--- src/verilog/spwm_pkg.sv ---
// Constants shared by the stretched 8-bit pulse generator
package spwm_pkg;

  localparam int AXI_AW = 12;

  // Register indices; byte address is four times the index
  localparam logic [7:0] IDX_DUTY = 8'hf2;
  localparam logic [7:0] IDX_CTRL = 8'hf3;
  localparam logic [7:0] IDX_STAT = 8'hf4;
  localparam logic [7:0] IDX_CLR  = 8'hf5;
  localparam logic [7:0] IDX_IEN  = 8'hf6;

  // Control register fields
  localparam int CTL_PEND = 0;
  localparam int CTL_IE   = 1;
  localparam int CTL_RUN  = 2;
  localparam int CTL_CLR  = 3;
  localparam int CTL_RLD  = 4;
  localparam int CTL_SEL  = 6;

  // Duty register fields
  localparam int DUTY_EXT = 0;
  localparam int DUTY_REF = 2;

  // Event bits of status, clear and enable registers
  localparam int EV_OVF   = 0;
  localparam int EV_FRAME = 1;
  localparam int EV_W     = 2;

  // Reset values
  localparam logic [7:0]      CTL_RESET  = 8'h00;
  localparam logic [7:0]      DUTY_RESET = 8'h00;
  localparam logic [EV_W-1:0] STAT_RESET = 2'h0;
  localparam logic [EV_W-1:0] IEN_RESET  = 2'h0;

  // Counter clock selections
  localparam logic [1:0] SEL_DIV64 = 2'h0;
  localparam logic [1:0] SEL_DIV8  = 2'h1;
  localparam logic [1:0] SEL_DIV2  = 2'h2;
  localparam logic [1:0] SEL_DIV1  = 2'h3;

  // Duty reload intervals
  localparam logic [1:0] RLD_FRAME = 2'h0;
  localparam logic [1:0] RLD_TWO   = 2'h1;
  localparam logic [1:0] RLD_FOUR  = 2'h2;
  localparam logic [1:0] RLD_NOW   = 2'h3;

  localparam logic [5:0] BASE_TOP = 6'h3f;
  localparam logic [7:0] CNT_TOP  = 8'hff;

  localparam logic [1:0] RESP_OKAY   = 2'h0;
  localparam logic [1:0] RESP_SLVERR = 2'h2;

endpackage

--- src/verilog/spwm_top.sv ---
// Stretched 8-bit pulse generator with AXI4-Lite registers
//
// What this block does
// - Output falls when counter base bits equal the 6-bit reference.
// - Output rises on base overflow only when reference is non-zero.
// - Frame index bits against extension field pick the stretched frames.
// - A stretched frame stays high one counter clock longer; at reference 63 it never falls.
// - Codes 00 none, 01 frame 2, 10 frames 1,3, 11 frames 1-3.
// - Pulse passes through an output buffer flop to its pin.
// - Control holds clock select, reload interval, clear, run, interrupt.
// - Reset zeroes control: counter stopped, interrupt off, output idle.
// - Full 8-bit counter overflow raises the interrupt request.
// - Control bit 1 enables the overflow interrupt; software tests it first.
// - Control bit 0 is the pending flag; software clears it writing zero.
// - Control bit 2 runs counter and output; stop keeps the count.
// - Writing one to control bit 3 clears the counter.
// - Control bits 7:6 pick oscillator divided by 64, 8, 2 or 1.
// - Duty register: reference in bits 7:2, extension in bits 1:0.
`timescale 1ns/1ps

module spwm_top
  import spwm_pkg::*;
#(
  parameter int DIV_W = 6
) (
  input  wire logic              aclk,
  input  wire logic              aresetn,
  input  wire logic [AXI_AW-1:0] awaddr,
  input  wire logic              awvalid,
  output wire logic              awready,
  input  wire logic [31:0]       wdata,
  input  wire logic [3:0]        wstrb,
  input  wire logic              wvalid,
  output wire logic              wready,
  output wire logic [1:0]        bresp,
  output wire logic              bvalid,
  input  wire logic              bready,
  input  wire logic [AXI_AW-1:0] araddr,
  input  wire logic              arvalid,
  output wire logic              arready,
  output wire logic [31:0]       rdata,
  output wire logic [1:0]        rresp,
  output wire logic              rvalid,
  input  wire logic              rready,
  output wire logic              pulse_output_pin,
  output wire logic              irq
);

  ////////////////////////////////////////////////////////////////////////////
  typedef struct packed {
    logic              awready;
    logic              wready;
    logic              arready;
    logic              aw_full;
    logic [AXI_AW-1:0] aw_addr;
    logic              w_full;
    logic [7:0]        w_data;
    logic              w_lane0;
    logic              bvalid;
    logic [1:0]        bresp;
    logic              rvalid;
    logic [31:0]       rdata;
    logic [1:0]        rresp;
    logic [7:0]        ctl;
    logic [7:0]        duty;
    logic [7:0]        act_duty;
    logic [EV_W-1:0]   ist;
    logic [EV_W-1:0]   ien;
    logic [DIV_W-1:0]  div;
    logic [7:0]        cnt;
    logic              pulse;
    logic              pin;
    logic              irq;
  } spwm_state_t;

  spwm_state_t s;
  spwm_state_t next_s;

  ////////////////////////////////////////////////////////////////////////////
  function automatic logic reg_hit(input logic [AXI_AW-1:0] a,
                                   input logic [7:0]        idx);
    reg_hit = (a == {2'h0, idx, 2'h0});
  endfunction

  function automatic logic tick_of(input logic [1:0]       sel,
                                   input logic [DIV_W-1:0] d);
    unique case (sel)
      SEL_DIV64: tick_of = &d;
      SEL_DIV8:  tick_of = &d[2:0];
      SEL_DIV2:  tick_of = d[0];
      SEL_DIV1:  tick_of = 1'b1;
    endcase
  endfunction

  // Frame index 0..3 stands for cycles 1..4 of the group
  function automatic logic stretch_of(input logic [1:0] ext,
                                      input logic [1:0] frame);
    unique case (ext)
      2'h0: stretch_of = 1'b0;
      2'h1: stretch_of = (frame == 2'h1);
      2'h2: stretch_of = ~frame[0];
      2'h3: stretch_of = (frame != 2'h3);
    endcase
  endfunction

  ////////////////////////////////////////////////////////////////////////////
  logic            run;
  logic            tick;
  logic [7:0]      nc;
  logic            cnt_ovf;
  logic            frame_ovf;
  logic [5:0]      ref_now;
  logic            stretch_now;
  logic            hit_high;
  logic            hit_low;
  logic            wr_go;
  logic            wr_ctl;
  logic            clr_req;
  logic [EV_W-1:0] clr_mask;
  logic [EV_W-1:0] ev;
  logic            rld_due;

  assign run       = s.ctl[CTL_RUN];
  assign tick      = run & tick_of(s.ctl[CTL_SEL+:2], s.div);
  assign nc        = s.cnt + 8'h01;
  assign cnt_ovf   = tick & (s.cnt == CNT_TOP);
  assign frame_ovf = tick & (s.cnt[5:0] == BASE_TOP);
  assign ref_now   = s.act_duty[DUTY_REF+:6];
  assign stretch_now = stretch_of(s.act_duty[DUTY_EXT+:2], nc[7:6]);
  assign hit_high  = (nc[5:0] == 6'h00) & (ref_now != 6'h00);
  // One count later in a stretched frame; ref 63 plus one never matches
  assign hit_low   = ({1'b0, nc[5:0]} ==
                      ({1'b0, ref_now} + {6'h00, stretch_now}));
  assign wr_go     = s.aw_full & s.w_full & ~s.bvalid;
  assign wr_ctl    = wr_go & s.w_lane0 & reg_hit(s.aw_addr, IDX_CTRL);
  assign clr_req   = wr_ctl & s.w_data[CTL_CLR];
  assign clr_mask  = (wr_go & s.w_lane0 & reg_hit(s.aw_addr, IDX_CLR))
                     ? s.w_data[EV_W-1:0] : '0;
  assign ev        = {frame_ovf, cnt_ovf};

  always_comb begin
    unique case (s.ctl[CTL_RLD+:2])
      RLD_FRAME: rld_due = frame_ovf;
      RLD_TWO:   rld_due = frame_ovf & ~nc[6];
      RLD_FOUR:  rld_due = cnt_ovf;
      RLD_NOW:   rld_due = 1'b1;
    endcase
  end

  ////////////////////////////////////////////////////////////////////////////
  always_comb begin
    next_s = s;

    // Write channels are latched independently, in either order
    if (s.awready & awvalid) begin
      next_s.aw_full = 1'b1;
      next_s.aw_addr = awaddr;
    end
    if (s.wready & wvalid) begin
      next_s.w_full  = 1'b1;
      next_s.w_data  = wdata[7:0];
      next_s.w_lane0 = wstrb[0];
    end
    if (s.bvalid & bready) begin
      next_s.bvalid = 1'b0;
    end
    if (wr_go) begin
      next_s.aw_full = 1'b0;
      next_s.w_full  = 1'b0;
      next_s.bvalid  = 1'b1;
      next_s.bresp   = RESP_OKAY;
      if (!(reg_hit(s.aw_addr, IDX_DUTY) | reg_hit(s.aw_addr, IDX_CTRL) |
            reg_hit(s.aw_addr, IDX_STAT) | reg_hit(s.aw_addr, IDX_CLR) |
            reg_hit(s.aw_addr, IDX_IEN))) begin
        next_s.bresp = RESP_SLVERR;
      end else if (s.w_lane0) begin
        if (reg_hit(s.aw_addr, IDX_DUTY)) begin
          next_s.duty = s.w_data;
        end
        if (reg_hit(s.aw_addr, IDX_IEN)) begin
          next_s.ien = s.w_data[EV_W-1:0];
        end
      end
    end
    // Clear bit is a strobe and always reads back zero
    if (wr_ctl) begin
      next_s.ctl = {s.w_data[7:4], 1'b0, s.w_data[CTL_RUN:CTL_IE],
                    s.ctl[CTL_PEND] & s.w_data[CTL_PEND]};
    end
    // Overflow beats a software clear in the same cycle
    next_s.ctl[CTL_PEND] = next_s.ctl[CTL_PEND] | cnt_ovf;
    next_s.ist = (s.ist & ~clr_mask) | ev;

    // Read channel
    if (s.arready & arvalid) begin
      next_s.rvalid = 1'b1;
      next_s.rresp  = RESP_OKAY;
      next_s.rdata  = '0;
      if (reg_hit(araddr, IDX_DUTY)) begin
        next_s.rdata[7:0] = s.duty;
      end else if (reg_hit(araddr, IDX_CTRL)) begin
        next_s.rdata[7:0] = s.ctl;
      end else if (reg_hit(araddr, IDX_STAT)) begin
        next_s.rdata[EV_W-1:0] = s.ist;
      end else if (reg_hit(araddr, IDX_IEN)) begin
        next_s.rdata[EV_W-1:0] = s.ien;
      end else if (!reg_hit(araddr, IDX_CLR)) begin
        next_s.rresp = RESP_SLVERR;
      end
    end else if (s.rvalid & rready) begin
      next_s.rvalid = 1'b0;
    end
    next_s.awready = ~next_s.aw_full;
    next_s.wready  = ~next_s.w_full;
    next_s.arready = ~next_s.rvalid;

    // Counter and pulse
    if (clr_req) begin
      next_s.cnt   = 8'h00;
      next_s.div   = '0;
      next_s.pulse = 1'b0;
    end else if (run) begin
      next_s.div = s.div + DIV_W'(1);
      if (tick) begin
        next_s.cnt = nc;
        if (hit_high) begin
          next_s.pulse = 1'b1;
        end else if (hit_low) begin
          next_s.pulse = 1'b0;
        end
      end
    end else begin
      next_s.pulse = 1'b0;
    end
    // Duty takes effect at the reload point picked by control bits 5:4; RLD_NOW and a clear load it at once
    if (rld_due | clr_req) begin
      next_s.act_duty = next_s.duty;
    end
    next_s.pin = s.pulse;
    next_s.irq = (next_s.ctl[CTL_IE] & next_s.ctl[CTL_PEND]) |
                 (|(next_s.ist & next_s.ien));
  end

  always_ff @(posedge aclk) begin
    if (!aresetn) begin
      s      <= '0;
      s.ctl  <= CTL_RESET;
      s.duty <= DUTY_RESET;
      s.act_duty <= DUTY_RESET;
      s.ist  <= STAT_RESET;
      s.ien  <= IEN_RESET;
    end else begin
      s <= next_s;
    end
  end

  assign awready          = s.awready;
  assign wready           = s.wready;
  assign arready          = s.arready;
  assign bvalid           = s.bvalid;
  assign bresp            = s.bresp;
  assign rvalid           = s.rvalid;
  assign rdata            = s.rdata;
  assign rresp            = s.rresp;
  assign pulse_output_pin = s.pin;
  assign irq              = s.irq;
endmodule

--- config.mk ---
export PLATFORM = sky130hd
export DESIGN_NAME = spwm_top
export DESIGN_NICKNAME = d
export VERILOG_FILES = /design/src/verilog/spwm_pkg.sv /design/src/verilog/spwm_top.sv
export SDC_FILE = /design/constraint.sdc
export NUM_CORES = 1
export LEC_CHECK = 0
export ABC_CLOCK_PERIOD_IN_PS = 5200
export BUFFER_PORTS_ARGS = -buffer_cell sky130_fd_sc_hd__buf_2
export CAP_MARGIN = 20
export CORE_MARGIN = 8
export CORE_UTILIZATION = 40
export DETAILED_ROUTE_END_ITERATION = 6
export SETUP_SLACK_MARGIN = 0.2
export SLEW_MARGIN = 20
export SYNTH_ARGS = -nofsm -noshare
export SYNTH_HDL_FRONTEND = slang
export SYNTH_SLANG_ARGS = --single-unit
export TNS_END_PERCENT = 20
--- constraint.sdc ---
create_clock -name aclk -period 5.2 [get_ports aclk]
set_input_delay 1.04 -clock aclk [delete_from_list [all_inputs] [get_ports aclk]]
set_output_delay 1.04 -clock aclk [all_outputs]
set_load 0.1 [all_outputs]
==> results of run 1 <==
[cell type report]
| type | instances | share of cell area (%) |
|---|---|---|
| sequential | 82 | 39.0 |
| timing repair buffer | 57 | 6.83 |
| multi-input combinational | 325 | 45.0 |
| clock buffer | 11 | 3.59 |
| tap | 129 | 3.83 |
| inverter | 4 | 0.356 |
| clock inverter | 5 | 1.43 |
[layer usage]
metal / wire (um) / up-vias
met4: 98 / 0
met5: 0 / -
met3: 646 / 11
met1: 4110 / 1394
li1: - / 1526
met2: 3540 / 75
[synth_stat cells, types with 7 or more instances]
master	count
a21oi_1	39
a221oi_1	7
and2_1	7
buf_4	36
clkbuf_1	15
dfxtp_1	82
mux2i_1	17
nand2_1	65
nand3_1	8
nand4_1	9
nor2_1	49
nor3_1	7
o21ai_0	12
xnor2_1	15
xor2_1	11
[how the worst min path moves through the flow]
stage / from / end / slack [ns]
finish: s[102]$_SDFFE_PN0P_ / s[102]$_SDFFE_PN0P_ / 0.46
global route: s[94]$_SDFFE_PN0P_ / s[94]$_SDFFE_PN0P_ / 0.48
CTS: s[94]$_SDFFE_PN0P_ / s[94]$_SDFFE_PN0P_ / 0.46
detailed placement: s[94]$_SDFFE_PN0P_ / s[94]$_SDFFE_PN0P_ / 0.45
global placement: rdata[3]$_SDFFE_PN0P_ / rdata[3]$_SDFFE_PN0P_ / 0.44
floorplan: s[29]$_SDFF_PN0_ / rdata[0]$_SDFFE_PN0P_ / 0.43
[worst max-delay path, stage by stage, from the launching register on]
cell      delay (ns)
dfxtp_1         0.48
and3_1          0.22
and3_1          0.21
and3_1          0.20
xnor2_1         0.12
nand2_1         0.06
o21ai_0         0.14
ha_1            0.22
ha_1            0.20
nand2_1         0.06
mux2_2          0.26
o22a_1          0.21
o41ai_1         0.24
a211oi_1        0.12
[through the flow]
stage	power (W)	cells	hold slack, ns	utilization (%)
floorplan	0.000860	467	0.429	-
global placement	0.000873	597	0.439	43.2
detailed placement	0.000874	597	0.448	43.2
CTS	0.00136	613	0.461	45.5
global route	0.00140	613	0.481	45.6
finish	0.00135	613	0.458	45.6
[power groups by stage]
| stage | Clock, W | Sequential (W) | Combinational, W |
|---|---|---|---|
| floorplan | 0 | 0.000686 | 0.000174 |
| global placement | 0 | 0.000670 | 0.000203 |
| detailed placement | 0 | 0.000670 | 0.000204 |
| CTS | 0.000496 | 0.000656 | 0.000204 |
| global route | 0.000525 | 0.000658 | 0.000216 |
| finish | 0.000485 | 0.000656 | 0.000204 |
[logic make-up after synthesis]
| logic type | count (synthesis) | share of synthesized area (%) |
|---|---|---|
| flops | 82 | 43.1 |
| other cells | 1 | 0.0984 |
| mux | 21 | 5.65 |
| fa+ha+maj | 5 | 1.64 |
| compound gates | 77 | 12.6 |
| xor+xnor | 26 | 5.98 |
| buf+inv | 60 | 9.79 |
| simple gates | 170 | 21.1 |
==> results by group, run 1 <==
Floorplan
  • Io pins: 110
  • # rows: 35
  • Area of the core: 9240 um^2
  • Die outline width: 114 um
  • Initial core utilization: 41.2%
  • Die area: 12900 um^2
  • Die Y: 114 um

Pwr
  • Sw Share: 31.2%
  • Sequential share of power: 48.8%
  • Pwr dens: 319 nW/um^2
  • Peak supply drop: 0.150 mV
  • Clock power frac: 36.0%
  • Leak: 1.74 nW
  • Pint: 0.000926 W
  • Psw: 0.000420 W
  • Logic pwr share: 15.2%

Synth
  • #FFs+latches synth: 82
  • Ys async rst share: 0%
  • Synth Warn #: 0
  • Top cells by area, synth: dfxtp_1, buf_4, nand2_1, a21oi_1, nor2_1
  • Synthesized area: 3810 um^2
  • EDFF count, synth: 0
  • Synth cell types: 50
  • Seq/Total Area, Yosys: 43.1%
  • Avg Inst Size Synth: 8.62 um^2
  • Yosys top cell by area: dfxtp_1
  • Post-Syn Instances: 442
  • Top FF cell, synth: dfxtp_1
  • Post-synth top area share: 43.1%

Worst setup path
  • RR Endpoint: next_s[1]$_SDFFE_PP0P_
  • Arr. time, crit path: 3.09 ns
  • Kind of critical path: flop to flop
  • CP Launch Type: flop
  • Reg2Reg Depth: 13
  • Worst-path maximum fanout: 7
  • Worst R2R Start: s[5]$_SDFFE_PP0P_
  • R2r setup slk: 2.31 ns
  • Required time of the critical path: 5.40 ns
  • Worst Setup SP: s[5]$_SDFFE_PP0P_
  • Worst Setup EP: next_s[1]$_SDFFE_PP0P_
  • Crit. End Element: flop

STA
  • RSZ-0062 raised after global routing: false
  • Fmax achieved: 346 MHz
  • Setup TNS: 0 ns
  • Final hold vios: 0
  • Final number of setup-violating endpoints: 0
  • Slew HR: 50.7%
  • Final Max Tran Viols: 0
  • Fin worst setup slack: 2.31 ns
  • Layout Skew: 0.0136 ns
  • Worst Tran Pin Value: 0.729 ns
  • Final worst-path cycle share: 55.6%
  • Tmin final: 2.89 ns

Place
  • IO buf count: 56
  • Dpl cell area: 4000 um^2
  • Post-Place Setup Slack: 2.26 ns
  • Gpl congestion: 0.783
  • Dpl hpwl: 6.23 mm

Drt
  • DRT Wirelength: 8.39 mm
  • # DRC: 0
  • Drt pass-1 iters: 4
  • Avg WL per Cell: 13.7 um
  • DR vias/cell: 4.90
  • Via Count: 3006
  • First DRT Iteration DRCs: 124
  • ANT nets after route: 0

Layout
  • Layout cells sized above 1: 18.0%
  • Area occupied by registers: 1640 um^2
  • Most common cell after layout, fill and taps aside: dfxtp_1
  • Max reg flops: 57
  • Final net count: 551
  • Area grow syn2layout: 10.6%
  • Post-route cell area: 4210 um^2
  • Multi-input combinational cell area: 1900 um^2
  • Commonest cells after routing, fill and taps aside: dfxtp_1, nand2_1, buf_2
  • Filler cell count: 928
  • N_diodes: 0
  • Largest Register: s

Global route
  • Antenna violations before repair: 0
  • Global route overflow: 0
  • Global-route wire length before repair: 14.0 mm
  • GR Util met3: 4.01%
  • GRT met2 Usage: 20.5%
  • Met1 usage: 17.1%
  • Pin count of the biggest net entering global routing: 40
  • Gr busiest metal: met2
  • Overall Global Routing Usage: 13.3%
  • Vias in the first global route: 3010

Clock tree
  • Clk Tree Root Cell: clkbuf_8
  • CTS tree: built
  • Clock Latency Late Sink: 0.35 ns
  • Resized cells post-CTS: 0
  • Clk slew on worst S/H paths: 0.09 ns
  • CTS H-Tree Depth: 3
  • Max Root-Sink Buffers: 2
  • Clock sinks: 82
  • Num CTS Buffers: 9
  • Hold-fix buffer count after cts: 0
  • Post-CTS setup buffer count: 0

Worst hold path
  • Hold depth: 2
  • Worst Hold Class: flop to flop

Run
  • Max-cap violation count: 0

Status
  • Outcome: complete, no violations
Power figures use the tool's default switching activity.
==> run 2, diff against run 1 <==
- ABC_CLOCK_PERIOD_IN_PS: 5200 -> 2440
- PLACE_DENSITY: not set -> 0.67
- clock period: 5.2 -> 2.44 ns (I/O delays scaled with it)
==> run 2 against run 1 <==
Net effect: the flow now finishes with violations (negative setup slack); design area is 4.5% higher; sequential share of layout area is 1.6 points lower; clock-buffer cell count stayed put; via count is 0.67% higher; die area stayed put.
==> results by group, run 2 (synthesis results as in run 1) <==
Clock tree
  • Max Root-Sink Buffers: 2
  • CTS H-Tree Depth: 3
  • Clock Latency Late Sink: 0.36 ns
  • Clock sinks: 82
  • Clk slew on worst S/H paths: 0.09 ns
  • Num CTS Buffers: 9
  • Clk Tree Root Cell: clkbuf_8
  • CTS tree: built
  • Hold-fix buffer count after cts: 0
  • Post-CTS setup buffer count: 0

Floorplan
  • Area of the core: 9240 um^2
  • Die Y: 114 um
  • Die outline width: 114 um
  • Initial core utilization: 41.2%
  • Io pins: 110
  • Die area: 12900 um^2
  • # rows: 35

Worst setup path
  • RR Endpoint: next_s[1]$_SDFFE_PP0P_
  • CP Launch Type: flop
  • Arr. time, crit path: 2.72 ns
  • Worst-path maximum fanout: 3
  • Crit. End Element: flop
  • Worst Setup SP: s[7]$_SDFFE_PP0P_
  • Required time of the critical path: 2.68 ns
  • Worst Setup EP: next_s[1]$_SDFFE_PP0P_
  • Worst R2R Start: s[7]$_SDFFE_PP0P_
  • R2r setup slk: -0.04 ns
  • Reg2Reg Depth: 13
  • Kind of critical path: flop to flop

Layout
  • Commonest cells after routing, fill and taps aside: dfxtp_1, nand2_1, buf_2
  • Area grow syn2layout: 15.5%
  • Final net count: 566
  • Most common cell after layout, fill and taps aside: dfxtp_1
  • Largest Register: s
  • Max reg flops: 57
  • N_diodes: 0
  • Layout cells sized above 1: 22.6%

STA
  • RSZ-0062 raised after global routing: true
  • Final worst-path cycle share: 102%
  • Tmin final: 2.48 ns
  • Final Max Tran Viols: 0
  • Setup TNS: -0.0392 ns
  • Fmax achieved: 403 MHz
  • Final hold vios: 0
  • Final number of setup-violating endpoints: 1
  • Layout Skew: 0.0155 ns
  • Fin worst setup slack: -0.0392 ns

Status
  • Failing checks: negative setup slack
  • Outcome: finished with violations

Pwr
  • Leak: 1.82 nW
  • Peak supply drop: 0.286 mV
  • Pwr dens: 670 nW/um^2

Place
  • Gpl congestion: 0.857
  • Dpl hpwl: 6.36 mm
  • Post-Place Setup Slack: -0.0679 ns
  • IO buf count: 56

Worst hold path
  • Hold Startpoint: awaddr[10]
  • Worst Hold Class: input pin to flop

Global route
  • Pin count of the biggest net entering global routing: 26
  • Antenna violations before repair: 0
  • Overall Global Routing Usage: 12.8%
  • Vias in the first global route: 2852
  • Global-route wire length before repair: 13.6 mm
  • Global route overflow: 0

Drt
  • DRT Wirelength: 8.42 mm
  • Via Count: 3026
  • Avg WL per Cell: 13.4 um
  • First DRT Iteration DRCs: 163
  • # DRC: 0
  • DR vias/cell: 4.82
  • ANT nets after route: 0
  • Drt pass-1 iters: 4

Run
  • Max-cap violation count: 0
## run 2: cell count changes in the layout (fill, tap and decap cells not counted), moves of 3 or more
cell     change
and3_1       -3
dfxtp_2      +4
ha_1         -3
buf_4       +15
and3_4       +3
dfxtp_1      -4
## run 2: repair_timing
item | in CTS | in global routing
setup endpoints to repair | 1 | 7
resized for setup | 3 | 5
pin swaps | 3 | 6
## run 2: per-layer routing
layer  part of all wire [%]  wire length (um)  track usage (%)
met1                     47              3950             16.9
met3                    7.9               663             3.49
met4                    1.3               108             5.15
met2                     44              3700             19.3
met5                      0                 0                0
## run 2: layout make-up
type	instances	area (um^2)
fillers	917	4840
multi-input cells	325	1950
flip-flops and latches	82	1650
repair buffers	72	400
well taps	129	161
clock buffers	11	141
clock inverters	5	85.1
inverters	4	15.0
## run 2: worst min path at each step
stage | to | slack (ns) | depth (start not counted)
finish | s[103]$_SDFFE_PN0P_ | 0.36 | 3
global route | s[94]$_SDFFE_PN0P_ | 0.35 | 3
detailed placement | s[94]$_SDFFE_PN0P_ | 0.45 | 2
CTS | s[103]$_SDFFE_PN0P_ | 0.35 | 3
global placement | rdata[3]$_SDFFE_PN0P_ | 0.44 | 2
floorplan | rdata[0]$_SDFFE_PN0P_ | 0.43 | 2
## run 2: where the power goes
group          internal [W]  switching (W)  total [W]
logic             0.0000703       0.000367   0.000437
clock network      0.000612       0.000502    0.00111
registers           0.00137      0.0000255    0.00140
total               0.00205       0.000894    0.00295
## run 2: through the flow
step	power, W	hold WS (ns)	std cells	util, %	instance area (um^2)
after floorplan	0.00183	0.429	467	-	3960
after global placement	0.00186	0.438	612	44.8	4140
after CTS	0.00297	0.350	628	47.4	4380
final	0.00295	0.357	628	47.6	4400
after global routing	0.00305	0.346	628	47.6	4400
after detailed placement	0.00186	0.450	612	44.8	4140
## run 2: critical path, stage by stage (launching register included)
cell and delay, ns:
dfxtp_2 0.33, and3_4 0.19, and3_4 0.18, and3_4 0.19, xnor2_1 0.11, nand2_1 0.07
o21ai_1 0.12, ha_2 0.24, ha_4 0.14, nand2_1 0.04, mux2_2 0.25, o22a_1 0.21
o41ai_2 0.20, a211oi_1 0.10
==> run 3, diff against run 2 <==
- SKIP_LAST_GASP: not set -> 1
==> run 3 against run 2 <==
Net effect: the run still ends with negative setup slack left; design area is 0.34% lower; final cell count unchanged; fmax is the same; clock power is essentially flat; routed wire length is essentially flat; largest power group unchanged.
==> results by group, run 3 (synthesis results as in run 1) <==
Global route
  • GRT met2 Usage: 19.3%
  • Vias in the first global route: 2852
  • Gr busiest metal: met2
  • Global-route wire length before repair: 13.6 mm
  • Met1 usage: 16.9%
  • Global route overflow: 0
  • GR Util met3: 3.49%
  • Antenna violations before repair: 0
  • Pin count of the biggest net entering global routing: 26
  • Overall Global Routing Usage: 12.8%

Run
  • Max-cap violation count: 0

Floorplan
  • Initial core utilization: 41.2%
  • # rows: 35
  • Area of the core: 9240 um^2
  • Die Y: 114 um
  • Die area: 12900 um^2
  • Io pins: 110
  • Die outline width: 114 um

STA
  • Final worst-path cycle share: 102%
  • Final Max Tran Viols: 0
  • Tmin final: 2.48 ns
  • Fin worst setup slack: -0.0392 ns
  • Layout Skew: 0.0141 ns
  • Final hold vios: 0
  • Fmax achieved: 403 MHz
  • Final number of setup-violating endpoints: 1
  • RSZ-0062 raised after global routing: true

Clock tree
  • CTS tree: built
  • Num CTS Buffers: 9
  • Clock Latency Late Sink: 0.36 ns
  • Clk Tree Root Cell: clkbuf_8
  • Post-CTS setup buffer count: 0
  • Max Root-Sink Buffers: 2
  • Clk slew on worst S/H paths: 0.09 ns
  • Clock sinks: 82
  • CTS H-Tree Depth: 3

Drt
  • # DRC: 0
  • Drt pass-1 iters: 4
  • DRT Wirelength: 8.43 mm
  • Via Count: 3000
  • ANT nets after route: 0
  • First DRT Iteration DRCs: 144
  • Avg WL per Cell: 13.4 um
  • DR vias/cell: 4.78

Pwr
  • Pint: 0.00205 W
  • Clock power frac: 37.9%
  • Tot Pwr: 0.00295 W
  • Logic pwr share: 14.8%
  • Peak supply drop: 0.286 mV
  • Psw: 0.000895 W
  • Leak: 1.82 nW
  • Sw Share: 30.4%
  • Pwr dens: 672 nW/um^2
  • Sequential share of power: 47.4%

Worst setup path
  • Arr. time, crit path: 2.72 ns
  • Kind of critical path: flop to flop
  • CP Launch Type: flop
  • Crit. End Element: flop
  • Required time of the critical path: 2.68 ns
  • CP max-delay cell: dfxtp_2
  • CP cell instances: and3_4 > and3_4 > and3_4 > xnor2_1 > nand2_1 > o21ai_1 > ha_2 > ha_4 > nand2_1 > mux2_2 > o22a_1 > o41ai_2 > a211oi_1
  • CP most frequent cell: and3_4
  • Delay of the slowest critical-path stage: 0.33 ns
  • Worst-path maximum fanout: 3

Layout
  • Layout cells sized above 1: 22.4%
  • N_diodes: 0
  • Filler cell count: 919
  • Final Util: 47.5%
  • Commonest cells after routing, fill and taps aside: dfxtp_1, nand2_1, buf_2
  • Area occupied by registers: 1650 um^2
  • Final net count: 566
  • Multi-input combinational cell area: 1940 um^2
  • Post-route insts no fill: 628
  • Max reg flops: 57
  • Area grow syn2layout: 15.1%
  • Largest Register: s
  • Most common cell after layout, fill and taps aside: dfxtp_1

Place
  • Cells after DPL: 612
  • Post-Place Setup Slack: -0.0679 ns
  • Gpl congestion: 0.857
  • Dpl hpwl: 6.36 mm
  • IO buf count: 56

Status
  • Outcome: finished with violations
  • Failing checks: negative setup slack

Worst hold path
  • Worst Hold Class: input pin to flop
==> run 3: cell counts in the layout (fill, tap and decap cells not counted) <==
Identical to the previous run, type by type.
==> run 3: worst paths after layout <==
check	endpoint	slack, ns	start	cells past startpoint
max reg2reg	next_s[1]$_SDFFE_PP0P_	-0.04	s[7]$_SDFFE_PP0P_	13
min	s[103]$_SDFFE_PN0P_	0.36	awaddr[10]	3
min reg2reg	s[87]$_SDFFE_PN0P_	0.46	s[87]$_SDFFE_PN0P_	2
max	next_s[1]$_SDFFE_PP0P_	-0.04	s[7]$_SDFFE_PP0P_	13
==> run 3: area by class of cell <==
cell class / count / share of cell area (%)
inverters: 4 / 0.342
clock buffers: 11 / 3.22
multi-input cells: 325 / 44.2
repair buffers: 72 / 9.13
clock inverters: 5 / 1.94
well taps: 129 / 3.68
flip-flops and latches: 82 / 37.5
==> run 3: what timing repair did <==
item	in CTS	in global routing
cloned	0	0
pin swaps	3	0
resized for setup	3	2
setup endpoints to repair	1	7
hold buffers	0	0
==> run 3: power by group through the flow <==
stage / clock, W / sequential (W) / combinational (W)
floorplan: 0 / 0.00146 / 0.000371
global placement: 0 / 0.00143 / 0.000433
detailed placement: 0 / 0.00143 / 0.000437
CTS: 0.00113 / 0.00140 / 0.000437
global route: 0.00118 / 0.00140 / 0.000459
finish: 0.00112 / 0.00140 / 0.000436
==> run 3: critical path, delay by kind of cell, from the launching register on <==
family	cells	cell delay [ns]
AO/OA/AOI/OAI	4	0.63
flip-flops	1	0.33
adder cells (fa/ha/maj)	2	0.38
XOR/XNOR	1	0.11
AND/OR/NAND/NOR	5	0.67
multiplexers	1	0.25
==> run 3: layer usage <==
layer,vias up,wire (um)
met4,0,86
met1,1368,4060
met5,-,0
met3,7,586
met2,66,3690
li1,1559,-
==> run 3: through the flow <==
| step | hold slack (ns) | cell area, um^2 | TNS [ns] |
|---|---|---|---|
| after CTS | 0.350 | 4380 | -0.0544 |
| after global routing | 0.346 | 4390 | -0.161 |
| after detailed placement | 0.450 | 4140 | -0.0679 |
| after global placement | 0.438 | 4140 | -0.0457 |
| final | 0.356 | 4390 | -0.0392 |
| after floorplan | 0.429 | 3960 | -0.0411 |
